<file path="src/core/rbp_regs.svh">
// register indices, field positions and reset values
// for the receive-buffer identifier and pin-control bank.
// byte address on apb is four times the index.
`ifndef RBP_REGS_SVH
`define RBP_REGS_SVH

// register indices
`define RBP_IDX_PIN_CTRL 10'h00c
`define RBP_IDX_RX0_SIDH 10'h061
`define RBP_IDX_RX0_SIDL 10'h062
`define RBP_IDX_RX0_EID8 10'h063
`define RBP_IDX_RX0_EID0 10'h064
`define RBP_IDX_RX1_SIDH 10'h071
`define RBP_IDX_RX1_SIDL 10'h072
`define RBP_IDX_RX1_EID8 10'h073
`define RBP_IDX_RX1_EID0 10'h074
`define RBP_IDX_IRQ_STAT 10'h080
`define RBP_IDX_IRQ_MASK 10'h081

// buffer index layout: base nibble, byte select
`define RBP_RX0_BASE     6'h18
`define RBP_RX1_BASE     6'h1c

// pin control field positions
`define RBP_PIN_STATE_LSB 4
`define RBP_PIN_ENA_LSB   2
`define RBP_PIN_MODE_LSB  0
`define RBP_PIN_CTRL_RST  6'h00

// std id low byte field positions
`define RBP_SIDL_SID_LSB  5
`define RBP_SIDL_SRR_BIT  4
`define RBP_SIDL_IDE_BIT  3
`define RBP_SIDL_EID_LSB  0

// interrupt status / mask
`define RBP_IRQ_RST       2'h0

`endif

</file>
<file path="src/core/rbp_pkg.sv">
// types shared by the identifier bank and its buffers.
// assumes rbp_regs.svh for all numeric layout.
package rbp_pkg;

    // one received identifier as the receiver hands it over
    typedef struct packed {
        logic [10:0] standard_identifier;   // standard identifier
        logic        rtr;   // standard remote request
        logic        ext;   // extended frame
        logic [17:0] extended_identifier;   // extended identifier
    } rbp_msg_type;

    // pin control, laid out as in the register bits 5..0
    typedef struct packed {
        logic [1:0] state;  // output level, per pin
        logic [1:0] enable; // pin driven when set
        logic [1:0] mode;   // 1 = interrupt, 0 = output
    } rbp_pin_ctrl_type;

    // apb request as seen by the register decode
    typedef struct packed {
        logic [9:0]  index;
        logic        write;
        logic [31:0] wdata;
        logic [3:0]  strb;
    } rbp_apb_req_type;

endpackage

</file>
<file path="src/core/rbp_id_store.sv">
// identifier store of one receive buffer.
// assumes load is a one-cycle pulse on pclk with msg valid.
`timescale 1ns/1ps
`default_nettype none
`include "rbp_regs.svh"

module rbp_id_store (
    input  wire logic                pclk,  // bus clock
    input  wire logic                load,  // valid message loaded
    input  wire rbp_pkg::rbp_msg_type msg,  // identifier of it
    input  wire logic [1:0]          sel,   // byte 0..3
    output logic [7:0]               rdata  // selected byte
);

    rbp_pkg::rbp_msg_type msg_q;

    // contents undefined after reset, so no reset term
    always_ff @(posedge pclk) begin
        if (load) begin
            msg_q <= msg;
        end
    end

    // byte view of the stored identifier
    function automatic logic [7:0] id_byte(
        input rbp_pkg::rbp_msg_type m,
        input logic [1:0]           s
    );
        logic [7:0] b;
        b = 8'h00;
        case (s)
            2'd0: b = m.standard_identifier[10:3];
            2'd1: begin
                b[`RBP_SIDL_SID_LSB +: 3] = m.standard_identifier[2:0];
                b[`RBP_SIDL_SRR_BIT]      = m.rtr;
                b[`RBP_SIDL_IDE_BIT]      = m.ext;
                b[`RBP_SIDL_EID_LSB +: 2] = m.extended_identifier[17:16];
            end                                          // bit 2 stays zero
            2'd2: b = m.extended_identifier[15:8];
            default: b = m.extended_identifier[7:0];
        endcase
        return b;
    endfunction

    assign rdata = id_byte(msg_q, sel);

endmodule // rbp_id_store
`default_nettype wire

</file>
<file path="src/core/rbp_top.sv">
// buffer-full pin control and receive identifier registers.
// assumes an apb master on pclk and a receiver that pulses
// rxN_load with the identifier of each valid stored message.
//
// Operation
// - pin control register at 0Ch: state, enable and mode bits per pin.
// - first identifier byte at 61h and 71h, read-only, undefined after reset.
// - first identifier byte holds standard identifier bits 10 to 3.
// - second identifier byte at 62h and 72h, read-only, undefined after reset.
// - second byte bits 7 to 5 hold standard identifier bits 2 to 0.
// - second byte bit 4 is standard remote request flag.
// - second byte bit 3 flags an extended frame.
// - second byte bit 2 always reads zero.
// - second byte bits 1 to 0 hold extended identifier bits 17 and 16.
// - third byte at 63h and 73h holds extended identifier bits 15 to 8.
// - extended identifier bits 7 to 0 read at 64h and 74h.
`timescale 1ns/1ps
`default_nettype none
`include "rbp_regs.svh"

module rbp_top (
    input  wire logic                 pclk,        // bus clock, 100 mhz
    input  wire logic                 presetn,     // async reset, low
    input  wire logic                 psel,        // apb select
    input  wire logic                 penable,     // apb access phase
    input  wire logic                 pwrite,      // apb direction
    input  wire logic [11:0]          paddr,       // apb byte address
    input  wire logic [31:0]          pwdata,      // apb write data
    input  wire logic [3:0]           pstrb,       // apb byte lanes
    output logic [31:0]               prdata,      // apb read data
    output logic                      pready,      // apb ready
    output logic                      pslverr,     // unmapped access
    input  wire logic                 rx0_load,    // msg into buffer 0
    input  wire rbp_pkg::rbp_msg_type rx0_msg,     // its identifier
    input  wire logic                 rx1_load,    // msg into buffer 1
    input  wire rbp_pkg::rbp_msg_type rx1_msg,     // its identifier
    output logic                      buffer0_full_pin_o,  // pin level
    output logic                      buffer0_full_pin_oe, // pin driven
    output logic                      buffer1_full_pin_o,  // pin level
    output logic                      buffer1_full_pin_oe, // pin driven
    output logic                      irq          // level interrupt
);

    // state
    rbp_pkg::rbp_pin_ctrl_type pin_ctrl_q;
    rbp_pkg::rbp_pin_ctrl_type pin_ctrl_d;
    logic [1:0]                irq_stat_q;
    logic [1:0]                irq_stat_d;
    logic [1:0]                irq_mask_q;
    logic [1:0]                irq_mask_d;
    logic [31:0]               prdata_q;
    logic [31:0]               prdata_d;
    logic                      pready_q;
    logic                      pslverr_q;
    logic                      pslverr_d;
    logic                      pslverr_o_q;
    logic                      irq_q;
    logic [1:0]                pin_o_q;
    logic [1:0]                pin_o_d;
    logic [1:0]                pin_oe_q;
    logic [1:0]                pin_oe_d;

    // request view of the bus
    rbp_pkg::rbp_apb_req_type req;
    logic                      setup;
    logic                      access;
    logic                      wr_en;
    logic                      lane0;

    // decode
    logic                      hit_pin;
    logic                      hit_stat;
    logic                      hit_mask;
    logic                      hit_rx0;
    logic                      hit_rx1;
    logic                      hit_any;
    logic [1:0]                id_sel;

    // read data
    logic [7:0]                rx0_byte;
    logic [7:0]                rx1_byte;
    logic [7:0]                rd_byte;
    rbp_pkg::rbp_pin_ctrl_type pin_view;

    // events and write strobes
    logic [1:0]                rx_load;
    logic [1:0]                stat_clr;

    // index match, used by the pin control, status and mask decode
    function automatic logic idx_is(
        input logic [9:0] idx,
        input logic [9:0] ref_idx
    );
        return idx == ref_idx;
    endfunction

    // buffer match: upper index bits select the buffer,
    // low two bits 01..11 and the wrap to 00 of the next
    // nibble select the byte; only 1..4 are mapped
    function automatic logic rx_hit(
        input logic [9:0] idx,
        input logic [9:0] first
    );
        return (idx >= first) && (idx <= first + 10'h003);
    endfunction

    // bus request fields
    assign req.index = paddr[11:2];
    assign req.write = pwrite;
    assign req.wdata = pwdata;
    assign req.strb  = pstrb;

    // phases: decode in setup, commit in access
    assign setup  = psel & ~penable;
    assign access = psel & penable & pready_q;
    assign wr_en  = access & req.write & ~pslverr_q;
    assign lane0  = req.strb[0];

    // register decode
    assign hit_pin  = idx_is(req.index, `RBP_IDX_PIN_CTRL);
    assign hit_stat = idx_is(req.index, `RBP_IDX_IRQ_STAT);
    assign hit_mask = idx_is(req.index, `RBP_IDX_IRQ_MASK);
    assign hit_rx0  = rx_hit(req.index, `RBP_IDX_RX0_SIDH);
    assign hit_rx1  = rx_hit(req.index, `RBP_IDX_RX1_SIDH);
    assign hit_any  = hit_pin | hit_stat | hit_mask
                    | hit_rx0 | hit_rx1;

    // byte select: 61h..64h map to 0..3
    assign id_sel = 2'(req.index[1:0] - 2'd1);

    // the two identifier stores
    assign rx_load = {rx1_load, rx0_load};

    rbp_id_store u_rx0_store (
        .pclk  (pclk),
        .load  (rx0_load),
        .msg   (rx0_msg),
        .sel   (id_sel),
        .rdata (rx0_byte)
    );

    rbp_id_store u_rx1_store (
        .pclk  (pclk),
        .load  (rx1_load),
        .msg   (rx1_msg),
        .sel   (id_sel),
        .rdata (rx1_byte)
    );

    // state bits hide behind interrupt mode on read
    assign pin_view.state  = pin_ctrl_q.state
                           & ~pin_ctrl_q.mode;
    assign pin_view.enable = pin_ctrl_q.enable;
    assign pin_view.mode   = pin_ctrl_q.mode;

    // read mux; unmapped and reserved bits read zero
    assign rd_byte = hit_pin  ? {2'b00, pin_view} :
                     hit_stat ? {6'h00, irq_stat_q} :
                     hit_mask ? {6'h00, irq_mask_q} :
                     hit_rx0  ? rx0_byte :
                     hit_rx1  ? rx1_byte :
                     8'h00;

    // read data is latched in setup so prdata is a flop;
    // the cost is one cycle of decode, not a wait state
    assign prdata_d  = setup ? {24'h000000, rd_byte}
                             : prdata_q;
    assign pslverr_d = setup ? ~hit_any : pslverr_q;

    // pin control write: identifier bytes ignore writes
    assign pin_ctrl_d = (wr_en & hit_pin & lane0)
                      ? rbp_pkg::rbp_pin_ctrl_type'(req.wdata[5:0])
                      : pin_ctrl_q;

    // mask write
    assign irq_mask_d = (wr_en & hit_mask & lane0)
                      ? req.wdata[1:0]
                      : irq_mask_q;

    // write one to clear status
    assign stat_clr = (wr_en & hit_stat & lane0)
                    ? req.wdata[1:0]
                    : 2'b00;

    // a load in the clearing cycle wins over the clear
    assign irq_stat_d = (irq_stat_q & ~stat_clr)
                      | rx_load;

    // pin drive: enable gates the driver, mode picks
    // the source; interrupt level is active low
    always_comb begin
        for (int i = 0; i < 2; i++) begin
            pin_oe_d[i] = pin_ctrl_d.enable[i];
            if (pin_ctrl_d.mode[i]) begin
                pin_o_d[i] = ~irq_stat_d[i];
            end else begin
                pin_o_d[i] = pin_ctrl_d.state[i];
            end
        end
    end

    // control registers
    always_ff @(posedge pclk or negedge presetn) begin
        if (!presetn) begin
            pin_ctrl_q <= rbp_pkg::rbp_pin_ctrl_type'(`RBP_PIN_CTRL_RST);
            irq_mask_q <= `RBP_IRQ_RST;
            irq_stat_q <= `RBP_IRQ_RST;
        end else begin
            pin_ctrl_q <= pin_ctrl_d;
            irq_mask_q <= irq_mask_d;
            irq_stat_q <= irq_stat_d;
        end
    end

    // bus answer: ready in the access phase only
    always_ff @(posedge pclk or negedge presetn) begin
        if (!presetn) begin
            pready_q    <= 1'b0;
            pslverr_q   <= 1'b0;
            pslverr_o_q <= 1'b0;
            prdata_q    <= 32'h00000000;
        end else begin
            pready_q    <= setup;
            pslverr_q   <= pslverr_d;
            pslverr_o_q <= setup & ~hit_any; // high with pready only
            prdata_q    <= prdata_d;
        end
    end

    // pins and interrupt come from flops fed by next
    // state, so they move on the same edge as the register
    always_ff @(posedge pclk or negedge presetn) begin
        if (!presetn) begin
            pin_o_q  <= 2'b00;
            pin_oe_q <= 2'b00;
            irq_q    <= 1'b0;
        end else begin
            pin_o_q  <= pin_o_d;
            pin_oe_q <= pin_oe_d;
            irq_q    <= |(irq_stat_d & irq_mask_d);
        end
    end

    // outputs
    assign prdata              = prdata_q;
    assign pready              = pready_q;
    assign pslverr             = pslverr_o_q;
    assign buffer0_full_pin_o  = pin_o_q[0];
    assign buffer0_full_pin_oe = pin_oe_q[0];
    assign buffer1_full_pin_o  = pin_o_q[1];
    assign buffer1_full_pin_oe = pin_oe_q[1];
    assign irq                 = irq_q;

endmodule // rbp_top
`default_nettype wire

</file>
<file path="config.mk">
export PLATFORM = sky130hd
export DESIGN_NAME = rbp_top
export DESIGN_NICKNAME = d
export VERILOG_FILES = /design/src/core/rbp_pkg.sv /design/src/core/rbp_id_store.sv /design/src/core/rbp_top.sv
export VERILOG_INCLUDE_DIRS = /design/src /design/src/core
export SDC_FILE = /design/constraint.sdc
export NUM_CORES = 1
export LEC_CHECK = 0
export ABC_AREA = 1
export CAP_MARGIN = 20
export CORE_ASPECT_RATIO = 0.9
export CORE_MARGIN = 2
export CORE_UTILIZATION = 25
export DETAILED_ROUTE_END_ITERATION = 6
export DONT_BUFFER_PORTS = 1
export PLACE_DENSITY_LB_ADDON = 0.3
export SETUP_SLACK_MARGIN = 0.2
export SYNTH_ARGS = -nofsm -noshare
export SYNTH_HDL_FRONTEND = slang
export SYNTH_SLANG_ARGS = --single-unit
</file>
<file path="constraint.sdc">
create_clock -name pclk -period 1.7 [get_ports pclk]
set_input_delay 0.255 -clock pclk [delete_from_list [all_inputs] [get_ports pclk]]
set_output_delay 0.255 -clock pclk [all_outputs]
set_load 0.02 [all_outputs]
</file>
After elaboration in Yosys (flattened, before gate mapping)
Index checks and enable logic that the tools add are counted.
{ "word_totals": {"reg_bits": 86, "input_bits": 117, "out_inout_bits": 39} }
{ "classes": {"add_sub_neg": 1, "magnitude_cmp": 4, "eq_ne": 5, "mux": 16, "n_bitwise": 27, "reduce_logical": 4} }
{ "op_table": {"columns": ["op", "n"], "rows": [
  ["8-bit 2-to-1 mux", 5],
  ["5-bit one-hot mux with 3 select lines", 2],
  ["10-bit by 8-bit equality test with 1-bit output (second input constant)", 2],
  ["10-bit by 7-bit greater-or-equal comparator with 1-bit output (second input constant)", 2],
  ["10-bit by 7-bit less-or-equal comparator with 1-bit output (second input constant)", 2],
  ["1-bit bitwise AND", 12],
  ["2-bit one-hot mux with 3 select lines", 2],
  ["10-bit by 4-bit equality test with 1-bit output (second input constant)", 1],
  ["2-bit bitwise AND", 3],
  ["6-bit 2-to-1 mux", 1],
  ["1-bit one-hot mux with 3 select lines", 2],
  ["1-bit inverter", 5],
  ["2-bit 2-to-1 mux", 2],
  ["2-bit inverter", 2],
  ["1-bit bitwise OR", 4],
  ["2-bit by 1-bit equality test with 1-bit output (second input constant)", 1],
  ["2-bit equality test (second input constant)", 1],
  ["1-bit logical AND", 2],
  ["2-bit logical NOT", 1],
  ["1-bit 2-to-1 mux", 2],
  ["2-bit bitwise OR", 1],
  ["2-bit OR reduction", 1],
  ["2-bit by 1-bit subtractor with 2-bit output (second input constant)", 1]
]} }

Logic depth before layout (Yosys ltp)
{ "logic_depth": {"ltp_word": 12, "ltp_mapped": 13} }

Hierarchy
From an unflattened synthesis, not the netlist that was laid out.
{ "unflattened": {"cells_unflattened": 371, "area_unflattened_um2": 4017.6} }
{ "by_module_without_submodules": {"columns": ["module", "n_inst", "cells_per_inst", "area_per_inst_um2"], "rows": [
  ["rbp_id_store", 2, 77, 1188.6],
  ["rbp_top", 1, 217, 1640.3]
]} }

Worst setup path after synthesis
Ideal clock, no wire load.
{ "synth_timing": {"path_type": "register to register", "startpoint": "reg pready_q (netlist: pready)", "endpoint": "reg pin_o_q[1]", "setup_ps": 116, "arrival_time_ps": 1332, "t_required_ps": 1584, "setup_slack_ps": 251, "stages_incl_launch_ff": 7, "cell_sequence": "dfrtp_1 nand4_1 nor2_1 nand4_2 mux2_2 nand2_1 nand2_1"} }
{ "synth_rtl": {"columns": ["element", "line", "source"], "rows": [
  ["start, declared", "rbp_top.sv:53", "logic pready_q;"],
  ["start signal, assigned", "rbp_top.sv:223", "pready_q <= setup;"],
  ["end signal, assigned", "rbp_top.sv:238", "pin_o_q <= pin_o_d;"],
  ["end, declared", "rbp_top.sv:58", "logic [1:0] pin_o_q;"]
]} }

Worst setup path in the final report
{ "layout_timing": {"startpoint": "reg pready_q (netlist: pready)", "endpoint": "reg irq_q (netlist: irq)"} }
{ "layout_between": {"word_cells_on_any_way": 14} }
{ "layout_rtl": {"columns": ["element", "line", "source"], "rows": [
  ["1-bit bitwise AND", "rbp_top.sv:115", "assign access = psel & penable & pready_q;"],
  ["1-bit bitwise AND (2 in series)", "rbp_top.sv:116", "assign wr_en = access & req.write & ~pslverr_q;"],
  ["1-bit bitwise AND (2 in series)", "rbp_top.sv:176", "assign irq_mask_d = (wr_en & hit_mask & lane0)"],
  ["2-bit 2-to-1 mux", "rbp_top.sv:177", "? req.wdata[1:0]"],
  ["net irq_mask_d[0]", "rbp_top.sv:50", "logic [1:0] irq_mask_d;"],
  ["2-bit bitwise AND", "rbp_top.sv:240", "irq_q <= |(irq_stat_d & irq_mask_d);"],
  ["2-bit OR reduction", "rbp_top.sv:240", null],
  ["end signal, assigned", "rbp_top.sv:240", null],
  ["end, declared", "rbp_top.sv:57", "logic irq_q;"]
]} }
The timed path passes the listed nets, and every way through them passes these cells.
A chain may end at the register's enable or synchronous reset.

==> results.json <==
{
  "hold_viol_final": 0,
  "outcome": "complete, no violations",
  "vias": 2798,
  "dp_slack_ns": 0.0940,
  "finalSetupTns_ns": 0,
  "initial_core_util": 0.257,
  "startpoint": "pready",
  "cts.clk_slew.worst_paths_ns": 0.07,
  "cts-root-buf": "clkbuf_16",
  "drive_above_1_share": 0.114,
  "numCtsBuffers": 9,
  "cp-endpoint": "irq",
  "num_antenna_cells": 0,
  "timing.rr.start": "pready",
  "synth_compound_area_frac": 0.0556,
  "p_per_area_nw_per_um2": 966,
  "gp_congestion": 0.800,
  "avgSynthCellArea_sq_um": 10.6,
  "hp-class": "primary input to flop",
  "ys_warn_count": 0,
  "synthAdderAreaFrac": 0,
  "final_common_cell": "nand2_1",
  "syn_inst": 358,
  "synth_area_leaders": "edfxtp_1, dfrtp_1, nand2_1, buf_4, nand3_1",
  "wl_per_cell_um": 15.9,
  "cp.depth": 6,
  "setup_slack_ns": 0.190,
  "track_usage": 0.129,
  "drc": 0,
  "startpoint_type": "flop",
  "grt_overflow": 0,
  "cap_violations": 0,
  "cpLargestDelayFamily": "simple AND/OR/NAND/NOR gates",
  "critPathCaptureType": "flop",
  "crit_chain": "nand4_1 -> nor2_4 -> nand2_1 -> mux2_4 -> nand2_1 -> nand2_1",
  "grt_max_degree": 30,
  "yosys.area_share.simple": 0.199,
  "worst-setup-path-type": "flop to flop",
  "yosys.cell_types.count": 32,
  "first_pass_iters": 4,
  "cp_num_buf_inv": 0,
  "fin_area_sq_um": 5040,
  "die_h_um": 121,
  "crit_top_cell": "nand2_1",
  "clock_path_buffers": 2,
  "die_area_sq_um": 16200,
  "drt-total-wl_mm": 10.3,
  "fin_crit_ns": 1.51,
  "p_switching_mw": 1.23,
  "area_growth_pct": 32.7,
  "r2r_end": "irq",
  "rrSetupSlack_ns": 0.19,
  "grt_pass1_wl_mm": 15.2,
  "worst_path_largest_cell_delay_ns": 0.35,
  "synth-seq-cells": 86,
  "place_hpwl_mm": 7.18,
  "synth_top_family_by_area": "simple AND/OR/NAND/NOR gates",
  "sw_frac_of_total": 0.253,
  "grt_pass1_vias": 2757,
  "clk_latency_ns": 0.35,
  "synth_top_area_share": 0.490,
  "r2r_cells": 6,
  "cts_tree": "yes",
  "yosysTopAreaCell": "edfxtp_1",
  "ys_seq_area_frac": 0.648,
  "antenna_found_initial": 0,
  "fp.dieW_um": 134,
  "p_seq_frac": 0.510,
  "synthMuxAreaShare": 0.0125,
  "port_buffers": 0,
  "rsz0062_at_grt": "yes",
  "synth-xor-area-share": 0,
  "io_pins": 156,
  "core_area_sq_um": 14800,
  "slowest_stage": "dfrtp_1",
  "cts_sinks": 86,
  "detail-route-antenna-nets": 0,
  "syn_area_sq_um": 3800,
  "crit_fanout": 3,
  "final_cell_mix": "nand2_1, dlygate4sd3_1, edfxtp_1, nand3_1",
  "drt_iter0_markers": 146,
  "arrival_ns": 1.75,
  "tightest_slew_ns": 0.608,
  "fmax_mhz": 662,
  "p_comb_frac": 0.091,
  "max-slew-margin-rel": 0.592,
  "final_max_slew_viol_count": 0,
  "pwr-share-clk": 0.399,
  "avgViaCountPerCell": 4.33,
  "crit_required_ns": 1.94,
  "place_area_sq_um": 4010,
  "fin_skew_ns": 0.0127,
  "leakage_nw": 2.06,
  "num_rows": 42,
  "fillers": 1478,
  "setup_violations": 0,
  "nets": 560,
  "p_int_mw": 3.64,
  "h-tree-depth": 3,
  "post-route-period-util": 0.888,
  "max-vdd-ir-drop_mv": 0.893
}
==> per-layer routing <==
| layer | global-route usage | up-vias | wire length, um |
|---|---|---|---|
| met5 | 0 | - | 0 |
| met4 | 0.0459 | 0 | 135 |
| met3 | 0.0485 | 11 | 850 |
| met2 | 0.207 | 119 | 4810 |
| met1 | 0.160 | 1315 | 4490 |
| li1 | - | 1353 | - |
==> stage by stage <==
stage	total power [mW]	hold slack (ns)	std cells	util
5_1_grt	5.09	0.00386	646	0.341
2_1_floorplan	2.76	-0.0406	381	-
6_report	4.87	0.0262	646	0.341
4_1_cts	4.92	0.000716	643	0.339
3_5_place_dp	2.81	-0.0399	560	0.271
3_3_place_gp	2.80	-0.0400	560	0.271
==> final cells by class <==
| cell class | instances | area (sq um) | share of cell area |
|---|---|---|---|
| repair buffers | 79 | 783 | 0.155 |
| flip-flops and latches | 86 | 2460 | 0.488 |
| clock inverters | 7 | 71.3 | 0.0141 |
| inverters | 31 | 116 | 0.0231 |
| multi-input cells | 236 | 1130 | 0.225 |
| clock buffers | 9 | 225 | 0.0447 |
| well taps | 198 | 248 | 0.0491 |
==> flip-flops by register name (all words and copies together), names as in the netlist <==
signal / cells
u_rx1_store.msg_q: 31
pin_oe_q: 2
pslverr_q: 1
prdata: 8
irq_stat_q: 2
irq_mask_q: 2
pin_ctrl_q: 4
irq: 1
pslverr: 1
pready: 1
u_rx0_store.msg_q: 31
pin_o_q: 2
==> worst min path at each step <==
| stage | end | slack, ns | start | cells after the start |
|---|---|---|---|---|
| final | u_rx1_store.msg_q[30] | 0.03 | rx1_load | 0 |
| after detailed placement | pin_o_q[0] | -0.04 | presetn | 0 |
| after global routing | u_rx1_store.msg_q[8] | 0.004 | rx1_load | 0 |
| after global placement | pin_o_q[0] | -0.04 | presetn | 0 |
| after floorplan | irq | -0.04 | presetn | 0 |
| after CTS | u_rx1_store.msg_q[7] | 0.0007 | rx1_load | 0 |
==> cell usage after synthesis <==
cell type and count:
a21oi_1 13, a221oi_1 1, a22o_1 1, a31oi_1 3, buf_2 4, buf_4 24, clkbuf_1 1, conb_1 1
dfrtp_1 24, edfxtp_1 62, inv_1 24, inv_2 7, mux2_2 2, mux2_4 1, mux2i_1 1, nand2_1 96
nand2_2 3, nand3_1 28, nand4_1 9, nand4_2 1, nor2_1 24, nor2_2 1, nor2_4 2, nor3_1 2
nor3_2 1, nor4_1 1, nor4_4 1, o21ai_0 4, o21ai_1 11, o21bai_1 1, o22ai_1 3, o311ai_0 1
==> power by group through the flow <==
| stage | sequential, mW | combinational, mW | clock, mW |
|---|---|---|---|
| 2_1_floorplan | 2.51 | 0.244 | 0 |
| 3_3_place_gp | 2.53 | 0.277 | 0 |
| 3_5_place_dp | 2.53 | 0.280 | 0 |
| 4_1_cts | 2.48 | 0.442 | 2.00 |
| 5_1_grt | 2.50 | 0.497 | 2.09 |
| 6_report | 2.49 | 0.444 | 1.94 |
==> cells by family (layout without fill, tap and decap cells) <==
kind of cell,after synthesis,in the layout
simple gates,169,170
other cells,1,24
buf+inv,60,126
compound gates,38,38
flops,86,86
mux,4,4
==> repair_timing <==
action | 4_1_cts | 5_1_grt
gates cloned | 0 | 1
endpoints found under the hold margin | 118 | 2
endpoints found under the setup margin | 2 | 5
pin swaps | 0 | 0
gates resized for setup | 2 | 2
setup buffers | 0 | 1
hold buffers | 67 | 1
Note: power is estimated with default switching activity, not from simulation.
